--- config.mk ---
export PLATFORM = sky130hd
export DESIGN_NAME = cgm_core
export DESIGN_NICKNAME = d
export VERILOG_FILES = /design/src/inc/cgm_pkg.sv /design/src/logic/cgm_clk_div.sv /design/src/logic/cgm_core.sv
export SDC_FILE = /design/constraint.sdc
export NUM_CORES = 1
export LEC_CHECK = 0
export ABC_AREA = 1
export ABC_CLOCK_PERIOD_IN_PS = 4100
export BUFFER_PORTS_ARGS = -buffer_cell sky130_fd_sc_hd__buf_2
export CORE_ASPECT_RATIO = 2
export CORE_MARGIN = 4
export CORE_UTILIZATION = 45
export DETAILED_ROUTE_END_ITERATION = 8
export HOLD_SLACK_MARGIN = 0.05
export MAX_ROUTING_LAYER = met4
export SYNTH_ARGS = -nofsm -noshare
export SYNTH_HDL_FRONTEND = slang
export SYNTH_SLANG_ARGS = --single-unit
--- constraint.sdc ---
create_clock -name clk_i -period 4.1 [get_ports clk_i]
set_clock_uncertainty 0.05 [all_clocks]
set_input_delay 0.82 -clock clk_i [delete_from_list [all_inputs] [get_ports clk_i]]
set_output_delay 0.82 -clock clk_i [all_outputs]
set_load 0.05 [all_outputs]
--- src/inc/cgm_pkg.sv ---
// How it works
// - Loop reference divider offers extra ratios 1280 and 1536 for fast references.
// - Codes 6 and 7 pick those ratios, only when oscillator range is nonzero.
// - With rtc monitor enabled, a stopped or idle rtc oscillator counts as clock loss.
// - Each monitor has a setting choosing reset or interrupt on clock loss.
// - Clock loss sets a per-monitor status flag naming the stopped clock.
// - Fixed-frequency output carries the loop reference at full rate, no halving.
// - Fast internal oscillator passes a programmable power-of-two divider before use.
// - A local selector picks system or rtc oscillator as external loop reference.
// - System oscillator stays available to peripherals while rtc is the reference.
// - Register writes are accepted only from privileged bus accesses.
// - With filter preserve set, switching reference modes keeps the filter value.
// - Enabled pll lock loss raises an interrupt or a system reset, as configured.
// - A lock-loss reset is recorded as reset cause in the reset source status.
// - Reset values of new fields reproduce the former default behaviour.
package cgm_pkg;

  // ----------------------------------------
  // Register byte offsets
  // ----------------------------------------
  localparam logic [7:0] CGM_CTRL_OFS = 8'h00;
  localparam logic [7:0] CGM_MON_OFS = 8'h04;
  localparam logic [7:0] CGM_STAT_OFS = 8'h08;
  localparam logic [7:0] CGM_MASK_OFS = 8'h0C;
  localparam logic [7:0] CGM_RSTSRC_OFS = 8'h10;
  localparam logic [7:0] CGM_FILT_OFS = 8'h14;

  // ----------------------------------------
  // Control register field positions
  // ----------------------------------------
  localparam int CGM_REFDIV_LSB = 0; // loop_ref_divider_select [2:0]
  localparam int CGM_RANGE_LSB = 3;  // osc_freq_range [4:3]
  localparam int CGM_OSCSEL_BIT = 5; // external reference source
  localparam int CGM_IREFS_BIT = 6;  // internal reference selected
  localparam int CGM_FCRDIV_LSB = 7; // fast internal divider [9:7]
  localparam int CGM_FLTP_BIT = 10;  // filter_value_preserve

  // Monitor register: enables and reset-select bits
  localparam int CGM_CME0_BIT = 0;
  localparam int CGM_RTCMON_BIT = 1; // rtc_osc_monitor_enable
  localparam int CGM_LOLE_BIT = 2;
  localparam int CGM_LOCRE0_BIT = 3;
  localparam int CGM_LOCRE1_BIT = 4;
  localparam int CGM_LOLRE_BIT = 5;

  // Status bits: sys loss, rtc loss, pll lock loss
  localparam int CGM_NUM_EV = 3;

  // ----------------------------------------
  // Reset values
  // ----------------------------------------
  localparam logic [31:0] CGM_CTRL_RST = 32'h0000_0040;
  localparam logic [31:0] CGM_MON_RST = 32'h0000_0018;
  localparam logic [31:0] CGM_FILT_RST = 32'h0000_0080;

  // ----------------------------------------
  // Monitor timing
  // ----------------------------------------
  localparam int CGM_CLK_HZ = 20000000;
  localparam int CGM_LOSS_US = 100;
  localparam int CGM_LOSS_CYC = CGM_LOSS_US * (CGM_CLK_HZ / 1000000);

endpackage : cgm_pkg

--- src/logic/cgm_clk_div.sv ---
`timescale 1ns/10ps
// Step counter; one tick for every cnt_max_i + 1 counted steps
module cgm_clk_div #(
  parameter int WIDTH = 11
) (
  input wire logic clk_i,
  input wire logic rst_i,
  input wire logic step_i,
  input wire logic [WIDTH-1:0] cnt_max_i,
  output logic tick_o
);

  logic [WIDTH-1:0] cnt_reg;

  initial begin
    if (WIDTH < 2) $error("cgm_clk_div: WIDTH too small");
  end

  // ----------------------------------------
  // Count steps to limit, pulse on wrap
  // ----------------------------------------
  // Only steps advance the count, so the output divides the source, not clk_i
  always_ff @(posedge clk_i) begin
    if (rst_i) begin
      cnt_reg <= '0;
    end else if (step_i) begin
      cnt_reg <= (cnt_reg >= cnt_max_i) ? '0 : cnt_reg + 1'b1;
    end
  end

  always_ff @(posedge clk_i) begin
    if (rst_i) begin
      tick_o <= 1'b0;
    end else begin
      tick_o <= step_i && (cnt_reg >= cnt_max_i);
    end
  end

endmodule : cgm_clk_div

--- src/logic/cgm_core.sv ---
// The register offsets and the Wishbone interface to the registers are this design's own decisions.
`timescale 1ns/10ps
module cgm_core
  import cgm_pkg::*;
#(
  parameter int LOSS_CYC = cgm_pkg::CGM_LOSS_CYC
) (
  input wire logic clk_i,
  input wire logic rst_i,
  // Classic Wishbone slave
  input wire logic wb_cyc_i,
  input wire logic wb_stb_i,
  input wire logic wb_we_i,
  input wire logic [7:0] wb_adr_i,
  input wire logic [3:0] wb_sel_i,
  input wire logic [31:0] wb_dat_i,
  input wire logic wb_priv_i,
  output logic [31:0] wb_dat_o,
  output logic wb_ack_o,
  // Clock sources, asynchronous to clk_i
  input wire logic sys_osc_i,
  input wire logic rtc_osc_i,
  input wire logic fast_irc_i,
  input wire logic pll_lock_i,
  input wire logic loop_filter_tracked_i,
  // Clock tree results, sampled in clk_i domain
  output logic loop_ref_tick_o,
  output logic fixed_freq_clock_out_o,
  output logic internal_ref_clock_out_o,
  output logic periph_osc_clk_o,
  output logic ref_internal_o,
  output logic filter_hold_o,
  output logic [1:0] osc_freq_range_o,
  output logic sys_reset_o,
  output logic irq_o
);
  import cgm_pkg::*;

  initial begin
    if (LOSS_CYC < 4) $error("cgm_core: LOSS_CYC too small");
  end

  // ----------------------------------------
  // Synchronisers
  // ----------------------------------------
  logic [3:0] sync1_reg;
  logic [3:0] sync2_reg;
  logic [3:0] prev_reg;
  logic [3:0] pin_in;

  assign pin_in = {pll_lock_i, fast_irc_i, rtc_osc_i, sys_osc_i};

  // Two stages before any logic looks at an oscillator or lock pin
  always_ff @(posedge clk_i) begin
    if (rst_i) begin
      sync1_reg <= 4'h0;
      sync2_reg <= 4'h0;
      prev_reg <= 4'h0;
    end else begin
      sync1_reg <= pin_in;
      sync2_reg <= sync1_reg;
      prev_reg <= sync2_reg;
    end
  end

  logic sys_edge;
  logic rtc_edge;
  logic irc_edge;
  assign sys_edge = sync2_reg[0] & ~prev_reg[0];
  assign rtc_edge = sync2_reg[1] & ~prev_reg[1];
  assign irc_edge = sync2_reg[2] & ~prev_reg[2];

  // ----------------------------------------
  // Registers
  // ----------------------------------------
  logic [31:0] ctrl_reg;
  logic [31:0] mon_reg;
  logic [2:0] stat_reg;
  logic [2:0] mask_reg;
  logic [1:0] rstsrc_reg;
  logic [7:0] filt_reg;
  logic bus_req;
  logic wr_ok;
  logic rd_stat;

  assign bus_req = wb_cyc_i & wb_stb_i & ~wb_ack_o;
  // Privileged-only writes; a user write is acknowledged but dropped
  assign wr_ok = bus_req & wb_we_i & wb_priv_i;
  assign rd_stat = bus_req & ~wb_we_i & (wb_adr_i == CGM_STAT_OFS);

  // Byte-lane merge for writes
  function automatic logic [31:0] merge(input logic [31:0] old, input logic [31:0] nw,
                                        input logic [3:0] sel);
    logic [31:0] res;
    res = old;
    for (int b = 0; b < 4; b++) begin
      if (sel[b]) res[b*8 +: 8] = nw[b*8 +: 8];
    end
    return res;
  endfunction : merge

  // Control: reset value keeps internal reference, divide 1, no preserve
  always_ff @(posedge clk_i) begin
    if (rst_i) begin
      ctrl_reg <= CGM_CTRL_RST;
    end else if (wr_ok && wb_adr_i == CGM_CTRL_OFS) begin
      ctrl_reg <= merge(ctrl_reg, wb_dat_i, wb_sel_i) & 32'h0000_07FF;
    end
  end

  // Monitor control: monitors off, loss of clock resets by default
  always_ff @(posedge clk_i) begin
    if (rst_i) begin
      mon_reg <= CGM_MON_RST;
    end else if (wr_ok && wb_adr_i == CGM_MON_OFS) begin
      mon_reg <= merge(mon_reg, wb_dat_i, wb_sel_i) & 32'h0000_003F;
    end
  end

  always_ff @(posedge clk_i) begin
    if (rst_i) begin
      mask_reg <= 3'h0;
    end else if (wr_ok && wb_adr_i == CGM_MASK_OFS && wb_sel_i[0]) begin
      mask_reg <= wb_dat_i[2:0];
    end
  end

  // ----------------------------------------
  // Reference divider and mux
  // ----------------------------------------
  logic [2:0] ref_div_code;
  logic [1:0] range;
  logic [10:0] ref_max;
  logic ext_edge;
  logic ref_edge;
  logic [10:0] ref_cnt_reg;

  assign ref_div_code = ctrl_reg[CGM_REFDIV_LSB +: 3];
  assign range = ctrl_reg[CGM_RANGE_LSB +: 2];
  assign osc_freq_range_o = range;

  // Local selector; the system oscillator is never gated by it
  assign ext_edge = ctrl_reg[CGM_OSCSEL_BIT] ? rtc_edge : sys_edge;

  // Ratio minus one; codes 6 and 7 only extend when range is nonzero
  always_comb begin
    if (range == 2'h0) begin
      ref_max = (11'h001 << ref_div_code) - 11'h001;
    end else begin
      unique case (ref_div_code)
        3'h6: ref_max = 11'h4FF; // 1280
        3'h7: ref_max = 11'h5FF; // 1536
        default: ref_max = (11'h020 << ref_div_code) - 11'h001;
      endcase
    end
  end

  assign ref_edge = ctrl_reg[CGM_IREFS_BIT] ? 1'b1 : ext_edge;

  // Counts selected reference edges; slow internal ref is clk-rate here
  always_ff @(posedge clk_i) begin
    if (rst_i) begin
      ref_cnt_reg <= 11'h000;
      loop_ref_tick_o <= 1'b0;
    end else if (ref_edge) begin
      loop_ref_tick_o <= (ref_cnt_reg >= ref_max);
      ref_cnt_reg <= (ref_cnt_reg >= ref_max) ? 11'h000 : ref_cnt_reg + 11'h001;
    end else begin
      loop_ref_tick_o <= 1'b0;
    end
  end

  // Fixed-frequency output follows loop reference directly, no halving
  always_ff @(posedge clk_i) begin
    if (rst_i) begin
      fixed_freq_clock_out_o <= 1'b0;
    end else begin
      fixed_freq_clock_out_o <= loop_ref_tick_o;
    end
  end

  // System oscillator kept on its own path for peripherals
  always_ff @(posedge clk_i) begin
    if (rst_i) begin
      periph_osc_clk_o <= 1'b0;
    end else begin
      periph_osc_clk_o <= sync2_reg[0];
    end
  end

  // ----------------------------------------
  // Fast internal reference divider
  // ----------------------------------------
  logic [2:0] fcrdiv;
  logic irc_tick;
  logic [7:0] irc_max;

  assign fcrdiv = ctrl_reg[CGM_FCRDIV_LSB +: 3];
  assign irc_max = 8'(({7'h00, 1'b1} << fcrdiv) - 8'h01);

  cgm_clk_div #(
    .WIDTH(8)
  ) u_irc_div (
    .clk_i(clk_i),
    .rst_i(rst_i),
    .step_i(irc_edge),
    .cnt_max_i(irc_max),
    .tick_o(irc_tick)
  );

  // Divided fast clock output toggles once per divider wrap of irc edges
  always_ff @(posedge clk_i) begin
    if (rst_i) begin
      internal_ref_clock_out_o <= 1'b0;
    end else if (irc_tick) begin
      internal_ref_clock_out_o <= ~internal_ref_clock_out_o;
    end
  end

  // ----------------------------------------
  // Filter preserve across reference switches
  // ----------------------------------------
  logic irefs_prev_reg;
  logic ref_switch;
  assign ref_switch = irefs_prev_reg ^ ctrl_reg[CGM_IREFS_BIT];
  assign ref_internal_o = ctrl_reg[CGM_IREFS_BIT];

  always_ff @(posedge clk_i) begin
    if (rst_i) begin
      irefs_prev_reg <= CGM_CTRL_RST[CGM_IREFS_BIT];
      filt_reg <= CGM_FILT_RST[7:0];
    end else begin
      irefs_prev_reg <= ctrl_reg[CGM_IREFS_BIT];
      // Keep the filter on a switch only when preserve is set
      if (ref_switch && !ctrl_reg[CGM_FLTP_BIT]) begin
        filt_reg <= CGM_FILT_RST[7:0];
      end else if (loop_filter_tracked_i) begin
        filt_reg <= filt_reg + 8'h01;
      end
    end
  end
  assign filter_hold_o = ctrl_reg[CGM_FLTP_BIT];

  // ----------------------------------------
  // Clock monitors
  // ----------------------------------------
  // Watchdog for sys and rtc oscillators: no edge for LOSS_CYC cycles means lost
  logic [31:0] sys_wd_reg;
  logic [31:0] rtc_wd_reg;
  logic sys_lost;
  logic rtc_lost;
  logic lol_prev_reg;
  logic [1:0] lost_prev_reg;
  logic [2:0] ev;

  always_ff @(posedge clk_i) begin
    if (rst_i || sys_edge || !mon_reg[CGM_CME0_BIT]) begin
      sys_wd_reg <= 32'h0;
    end else if (!sys_lost) begin
      sys_wd_reg <= sys_wd_reg + 32'h1;
    end
  end

  // Idle rtc after enable counts too, so a never-started oscillator trips
  always_ff @(posedge clk_i) begin
    if (rst_i || rtc_edge || !mon_reg[CGM_RTCMON_BIT]) begin
      rtc_wd_reg <= 32'h0;
    end else if (!rtc_lost) begin
      rtc_wd_reg <= rtc_wd_reg + 32'h1;
    end
  end

  assign sys_lost = (sys_wd_reg == 32'(LOSS_CYC));
  assign rtc_lost = (rtc_wd_reg == 32'(LOSS_CYC));

  // Edge memory for lock and both loss flags
  always_ff @(posedge clk_i) begin
    if (rst_i) begin
      lol_prev_reg <= 1'b0;
      lost_prev_reg <= 2'h0;
    end else begin
      lol_prev_reg <= sync2_reg[3];
      lost_prev_reg <= {rtc_lost, sys_lost};
    end
  end

  // Events are single-cycle: a lasting loss would refill a flag after its read
  assign ev[0] = sys_lost & ~lost_prev_reg[0];
  assign ev[1] = rtc_lost & ~lost_prev_reg[1];
  assign ev[2] = mon_reg[CGM_LOLE_BIT] & lol_prev_reg & ~sync2_reg[3];

  // Sticky flags; a read clears them but a same-cycle event wins
  always_ff @(posedge clk_i) begin
    if (rst_i) begin
      stat_reg <= 3'h0;
    end else begin
      stat_reg <= (rd_stat ? 3'h0 : stat_reg) | ev;
    end
  end

  // ----------------------------------------
  // Reset or interrupt choice
  // ----------------------------------------
  logic [2:0] rst_sel;
  logic [2:0] rst_req;
  assign rst_sel = {mon_reg[CGM_LOLRE_BIT], mon_reg[CGM_LOCRE1_BIT], mon_reg[CGM_LOCRE0_BIT]};
  assign rst_req = ev & rst_sel;

  always_ff @(posedge clk_i) begin
    if (rst_i) begin
      sys_reset_o <= 1'b0;
    end else begin
      sys_reset_o <= |rst_req;
    end
  end

  // Reset cause survives our own rst_i: it is what software reads after
  always_ff @(posedge clk_i) begin
    if (rst_req[2]) begin
      rstsrc_reg <= 2'h2;
    end else if (|rst_req[1:0]) begin
      rstsrc_reg <= 2'h1;
    end else if (rst_i) begin
      rstsrc_reg <= rstsrc_reg;
    end else if (wr_ok && wb_adr_i == CGM_RSTSRC_OFS) begin
      rstsrc_reg <= 2'h0;
    end
  end

  // Interrupt only for events not routed to reset
  assign irq_o = |(stat_reg & mask_reg & ~rst_sel);

  // ----------------------------------------
  // Bus answer
  // ----------------------------------------
  always_ff @(posedge clk_i) begin
    if (rst_i) begin
      wb_ack_o <= 1'b0;
      wb_dat_o <= 32'h0;
    end else begin
      wb_ack_o <= bus_req;
      if (bus_req && !wb_we_i) begin
        unique case (wb_adr_i)
          CGM_CTRL_OFS: wb_dat_o <= ctrl_reg;
          CGM_MON_OFS: wb_dat_o <= mon_reg;
          CGM_STAT_OFS: wb_dat_o <= {29'h0, stat_reg};
          CGM_MASK_OFS: wb_dat_o <= {29'h0, mask_reg};
          CGM_RSTSRC_OFS: wb_dat_o <= {30'h0, rstsrc_reg};
          CGM_FILT_OFS: wb_dat_o <= {24'h0, filt_reg};
          default: wb_dat_o <= 32'h0;
        endcase
      end
    end
  end

endmodule : cgm_core

==> results_dict.tcl, run 1 <==
set metrics [dict create \
    status "finished, final reports clean" \
    synth_area_um2 8210 \
    grt_pass1_wl_mm 35.5 \
    numCtsBuffers 17 \
    path_clk_slew_ps 60 \
    drive_above_1_share_pct 11.0 \
    post-route-drc-count 0 \
    rows 69 \
    antenna_found_initial 1 \
    period_needed_ps 2950 \
    rrSetupSlack_ps 1150 \
    die_area_um2 20600 \
    syn_avg_cell_area_um2 6.71 \
    dieHeight_um 199 \
    track_usage_pct 22.8 \
    min_to "sync2_reg[1]" \
    post-synth-top-area-cell "dfxtp_1" \
    hold_path_class "reg2reg" \
    cts-root-buf "clkbuf_16" \
    timing.final.crit_share_pct 71.9 \
    r2r_end "ref_cnt_reg[10]" \
    grt_pass1_vias 7643 \
    viasPerCell 5.14 \
    worstHoldStart "sync1_reg[1]" \
    hold_viol_final 0 \
    crit_fanout 10 \
    ys.warnings.count 0 \
    wirelength_mm 21.6 \
    syn_inst 1223 \
    htreeDepth 4 \
    slew_headroom_pct 42.5 \
    gr-total-overflow 0 \
    die_w_um 103 \
    p_leak_nw 3.81 \
    crit_type "reg2reg" \
    cp-start-kind "register" \
    rsz0062_at_grt "false" \
    clock_latency_ps 420 \
    crit_arrival_ps 3200 \
    cts_tree "done" \
    initialDrtViolationCount 242 \
    antennaDiodeCount 0 \
    worst_slew_pin_slew_ps 859 \
    clockBufferDepth 2 \
    multi_input_area_um2 4480 \
    dp_hpwl_mm 17.2 \
    cts.repair.resized 0 \
    slew_viol_final 0 \
    clock_sinks 148 \
    drt-pass1-iter-count 5 \
    synth_seq_cells 148 \
    cts_hold_buf 0 \
    gp_congestion 0.920 \
    ff2ff_path_depth 18 \
    r2r_start "ctrl_reg[1]" \
    seqCellArea_um2 2960 \
    start_util_pct 45.9 \
    cts_setup_buffers 0 \
    netlist_top_cells_area "dfxtp_1, nand2_1, nor2_1, inv_1, nand3_1" \
    area_growth_pct 13.3 \
    finalSetupViolations 0 \
    fin_tns_setup_ps 0 \
    synth.distinct_cells 46 \
    grt_start_max_net_pins 30 \
    synth_top_area_share_pct 36.1 \
    dp_cells 1470 \
    route.vias.total 7711 \
    ios 98 \
    cap_violations 0 \
    finish.net_count 1358 \
    pwr_density_cell_nw_per_um2 378 \
    crit_required_ps 4350 \
    stdcell_count 1501 \
    fillCellCount 1890 \
    peakVddDrop_v 0.000265 \
    fmax_ghz 0.339 \
    final_antenna_net_count 0 \
    routedWlPerCell_um 14.4 \
    end_kind "register" \
    portBuffers 53 \
    coreArea_um2 17900 \
    min_path_cells 2 \
    ys_seq_area_share_pct 36.1 \
]
## layout by cell type, fill, tap and decap left out, types with 11 or more instances in the layout
master	count
conb_1	22
nor3_1	29
inv_2	12
o21ai_0	54
dfxtp_1	148
nand3_1	81
inv_1	139
xor2_1	22
nor2_1	214
buf_2	53
clkbuf_16	17
ha_1	27
nand2_1	266
nor2_4	11
nand4_1	23
a21oi_1	78
## layout make-up
type	instances	area share, %
Clock buffer	19	4.87
Timing Repair Buffer	56	3.09
Inverter	153	6.17
Tap cell	213	2.87
Sequential cell	148	31.9
Clock inverter	12	2.93
Multi-Input combinational cell	900	48.2
## power breakdown
part / internal, mW / switching (mW) / total [mW]
Clock: 1.30 / 0.636 / 1.93
Sequential: 1.45 / 0.00565 / 1.45
Combinational: 0.0260 / 0.0985 / 0.125
## worst max-delay path, cell delays in order (launching register included)
cell	delay (ps)
dfxtp_1	490
nor2_1	70
inv_1	70
nor2_1	50
inv_1	80
ha_1	210
nand2_1	120
xnor2_1	210
nand2_1	120
ha_1	300
nand2_1	70
nor2_1	170
nand3_1	100
nor2_1	110
nor2_1	50
nand2_1	50
nand2_1	90
nand2_1	310
nor2_1	90
## metrics by stage
step	cell area (µm²)	power (mW)	hold WS (ps)	util (%)	setup slack, ps
floorplan	8280	1.59	338	-	1590
global placement	8580	1.61	338	48.0	1170
detailed placement	8580	1.61	354	48.0	1130
CTS	9300	3.55	364	52.0	1100
global route	9300	3.62	388	52.0	794
finish	9300	3.51	359	52.0	1150
## worst max-delay path by stage
stage	start	endpoint	slack (ps)	cells past startpoint
CTS	ctrl_reg[1]	ref_cnt_reg[10]	1100	18
floorplan	ctrl_reg[1]	ref_cnt_reg[10]	1590	19
global placement	ctrl_reg[1]	ref_cnt_reg[8]	1170	18
global route	ctrl_reg[1]	ref_cnt_reg[10]	790	18
detailed placement	ctrl_reg[1]	ref_cnt_reg[10]	1130	18
finish	ctrl_reg[1]	ref_cnt_reg[10]	1150	18
## cells in the mapped netlist, drive strengths merged
| cell | number |
|---|---|
| xnor2 | 4 |
| nand2 | 277 |
| nor2b | 1 |
| a31oi | 2 |
| or2 | 4 |
| nor3 | 36 |
| conb | 2 |
| o21a | 4 |
| mux2i | 3 |
| nand3 | 83 |
| nor2 | 232 |
| a211oi | 1 |
| ha | 27 |
| nand4 | 24 |
| clkinv | 2 |
| and2 | 1 |
| nand3b | 7 |
| and3 | 2 |
| a21o | 2 |
| o221ai | 1 |
| xor2 | 22 |
| inv | 151 |
| dfxtp | 148 |
| a21oi | 79 |
| nor3b | 6 |
| clkbuf | 11 |
| and3b | 1 |
| o211ai | 4 |
| o21ai | 55 |
| buf | 31 |
## layer usage
layer	track usage, %	vias up	part of all wire [%]
met1	21.4	3528	36
met3	2.95	59	2.1
met2	42.6	131	57
li1	-	3993	-
met4	12.8	0	5.0
met5	-	-	0
## logic make-up after synthesis
kind of cell / Yosys count / share of synthesized area [%]
AND/OR/NAND/NOR: 674 / 36.9
other: 2 / 0.0915
XOR/XNOR: 26 / 2.77
buffers and inverters: 195 / 10.2
multiplexers: 3 / 0.366
adder cells (fa/ha/maj): 27 / 4.12
flip-flops: 148 / 36.1
AO/OA/AOI/OAI: 148 / 9.48
Note: power is estimated with default switching activity, not from simulation.
==> inputs of run 2 (changes only) <==
--- a/config.mk
+++ b/config.mk
@@ -5,8 +5,8 @@
 export SDC_FILE = /design/constraint.sdc
 export NUM_CORES = 1
 export LEC_CHECK = 0
-export ABC_AREA = 1
-export ABC_CLOCK_PERIOD_IN_PS = 4100
+export ABC_AREA = 0
+export ABC_CLOCK_PERIOD_IN_PS = 3000
 export BUFFER_PORTS_ARGS = -buffer_cell sky130_fd_sc_hd__buf_2
 export CORE_ASPECT_RATIO = 2
 export CORE_MARGIN = 4
==> constraint.sdc (replaced) <==
create_clock -name clk_i -period 3 [get_ports clk_i]
set_clock_uncertainty 0.05 [all_clocks]
set_input_delay 0.6 -clock clk_i [delete_from_list [all_inputs] [get_ports clk_i]]
set_output_delay 0.6 -clock clk_i [all_outputs]
set_load 0.05 [all_outputs]
==> results_dict.tcl, run 2 <==
set metrics [dict create \
    status "finished, final reports clean" \
    htreeDepth 4 \
    ys.warnings.count 0 \
    gp_congestion 0.883 \
    grt_pass1_wl_mm 28.7 \
    cts_hold_buf 0 \
    drive_above_1_share_pct 13.4 \
    rsz0062_at_grt "false" \
    fin_tns_setup_ps 0 \
    clock_latency_ps 420 \
    synth.distinct_cells 60 \
    slew_viol_final 0 \
    clockBufferDepth 2 \
    viasPerCell 5.52 \
    ys_seq_area_share_pct 40.4 \
    post-synth-top-area-cell "dfxtp_1" \
    cts_tree "done" \
    synth_most_common_cell "dfxtp_1" \
    synthMuxAreaShare_pct 4.32 \
    ios 98 \
    die_w_um 98.3 \
    finalSetupViolations 0 \
    clock_sinks 148 \
    cts_setup_buffers 0 \
    end_kind "register" \
    dp_hpwl_mm 12.5 \
    post-route-drc-count 0 \
    syn_avg_cell_area_um2 8.69 \
    crit_required_ps 3310 \
    finish.net_count 978 \
    p_clk_share_pct 48.5 \
    finalPower_mw 4.21 \
    hold_viol_final 0 \
    portBuffers 53 \
    synth_top_area_share_pct 40.4 \
    synth_compound_gate_area_share_pct 8.11 \
    swShare_pct 24.0 \
    grt_start_max_net_pins 61 \
    start_util_pct 46.2 \
    hold_path_class "in2reg" \
    path_clk_slew_ps 60 \
    wirelength_mm 17.0 \
    area_growth_pct 13.4 \
    pwr_density_cell_nw_per_um2 506 \
    p_sw_mw 1.01 \
    p_leak_nw 3.06 \
    slew_headroom_pct 45.4 \
    synth-edff-count 0 \
    numCtsBuffers 17 \
    route.vias.total 6135 \
    timing.final.crit_share_pct 92.2 \
    period_needed_ps 2770 \
    synth-async-reset-ratio_pct 0 \
    grt_pass1_vias 6133 \
    synth_seq_cells 148 \
    timing.hold.ws_ps 333 \
    antenna_found_initial 1 \
    placed_area_um2 7720 \
    track_usage_pct 19.2 \
    dieHeight_um 189 \
    fillCellCount 1513 \
    syn_inst 844 \
    final_antenna_net_count 0 \
    gr-total-overflow 0 \
    cp-start-kind "register" \
    crit_arrival_ps 3080 \
    post_synth_xor_area_fraction_pct 8.72 \
    final_cell_mix "dfxtp_1, nor2_1, nand2_1, buf_2, xnor2_1" \
    ys_top_cells_by_count "dfxtp_1, nor2_1, nand2_1, xnor2_1, nand3_1" \
    peakVddDrop_v 0.000309 \
    cts-root-buf "clkbuf_16" \
    synth_area_um2 7330 \
    crit_fanout 5 \
    finalInstanceArea_um2 8320 \
    worst_slew_pin_slew_ps 817 \
    final_core_util_pct 52.4 \
    ys.flop_type "dfxtp_1" \
    synth_top_family_by_area "simple AND/OR/NAND/NOR gates" \
    coreArea_um2 15900 \
    fmax_ghz 0.362 \
    synthAdderAreaFrac_pct 4.61 \
    rows 65 \
    routedWlPerCell_um 15.3 \
    pwr-share-comb_pct 4.2 \
    p_int_mw 3.20 \
    final_common_cell "dfxtp_1" \
    initialDrtViolationCount 216 \
    synthSimpleGateAreaFrac_pct 28.7 \
    die_area_um2 18500 \
    netlist_top_cells_area "dfxtp_1, xnor2_1, nor2_1, ha_1, mux2i_1" \
    crit_type "reg2reg" \
    cap_violations 0 \
    seqPwrFrac_pct 47.3 \
    drt-pass1-iter-count 5 \
]
-- run 2: final timing paths --
kind          startpoint  slack, ps               end  depth (start not counted)
max reg2reg  ctrl_reg[1]        230    ref_cnt_reg[9]                         11
min          wb_dat_i[6]        330       ctrl_reg[6]                          2
max          ctrl_reg[1]        230    ref_cnt_reg[9]                         11
min reg2reg  prev_reg[2]        380  u_irc_div.tick_o                          1
-- run 2: metal layers --
layer / part of all wire [%] / GRT usage [%] / vias to the layer above
met5: 0 / - / -
met4: 4.2 / 10.3 / 0
met3: 3.2 / 3.37 / 45
met2: 54 / 35.0 / 128
met1: 38 / 19.0 / 2929
li1: - / - / 3033
-- run 2: what timing repair did --
item / in CTS / in global routing
endpoints found under the hold margin: 0 / 0
gates resized for setup: 0 / 6
endpoints found under the setup margin: 0 / 12
-- run 2: final cells by class --
class	count	area, µm²	share of cell area, %
Antenna cell	1	2.50	0.0301
Clock buffer	19	443	5.32
Clock inverter	13	124	1.49
Inverter	19	71.3	0.857
Multi-Input combinational cell	643	4090	49.2
Sequential cell	148	2960	35.6
Tap cell	201	251	3.02
Timing Repair Buffer	67	368	4.42
-- run 2: power groups by stage --
stage | Combinational [mW] | Sequential, mW | Clock, mW
floorplan | 0.142 | 2.04 | 0
global placement | 0.173 | 2.03 | 0
detailed placement | 0.177 | 2.03 | 0
CTS | 0.177 | 1.99 | 2.11
global route | 0.190 | 1.99 | 2.19
finish | 0.178 | 1.99 | 2.04
-- run 2: logic make-up (layout without fill, tap and decap cells) --
logic type / after synthesis / in the layout
DFF: 148 / 148
and+or+nand+nor: 395 / 395
muxes: 31 / 31
adders and majority gates: 27 / 27
buffers and inverters: 73 / 118
other: 2 / 23
AOI/OAI and AO/OA: 95 / 95
xor gates and xnor gates: 73 / 73
-- run 2: worst max-delay path, cell delays in order (launching register included) --
cell	delay (ps)
dfxtp_1	340
or3_4	390
ha_4	270
inv_1	50
a222oi_1	370
ha_1	330
a21oi_1	130
o21ai_0	90
o21bai_1	170
a31oi_1	220
buf_2	180
and2_1	130
-- run 2: stage by stage --
stage                     instances  worst slack (ps)
after floorplan                 864               123
after global placement         1077               267
after detailed placement       1077               175
after CTS                      1109               117
after global routing           1111              25.1
final                          1111               235
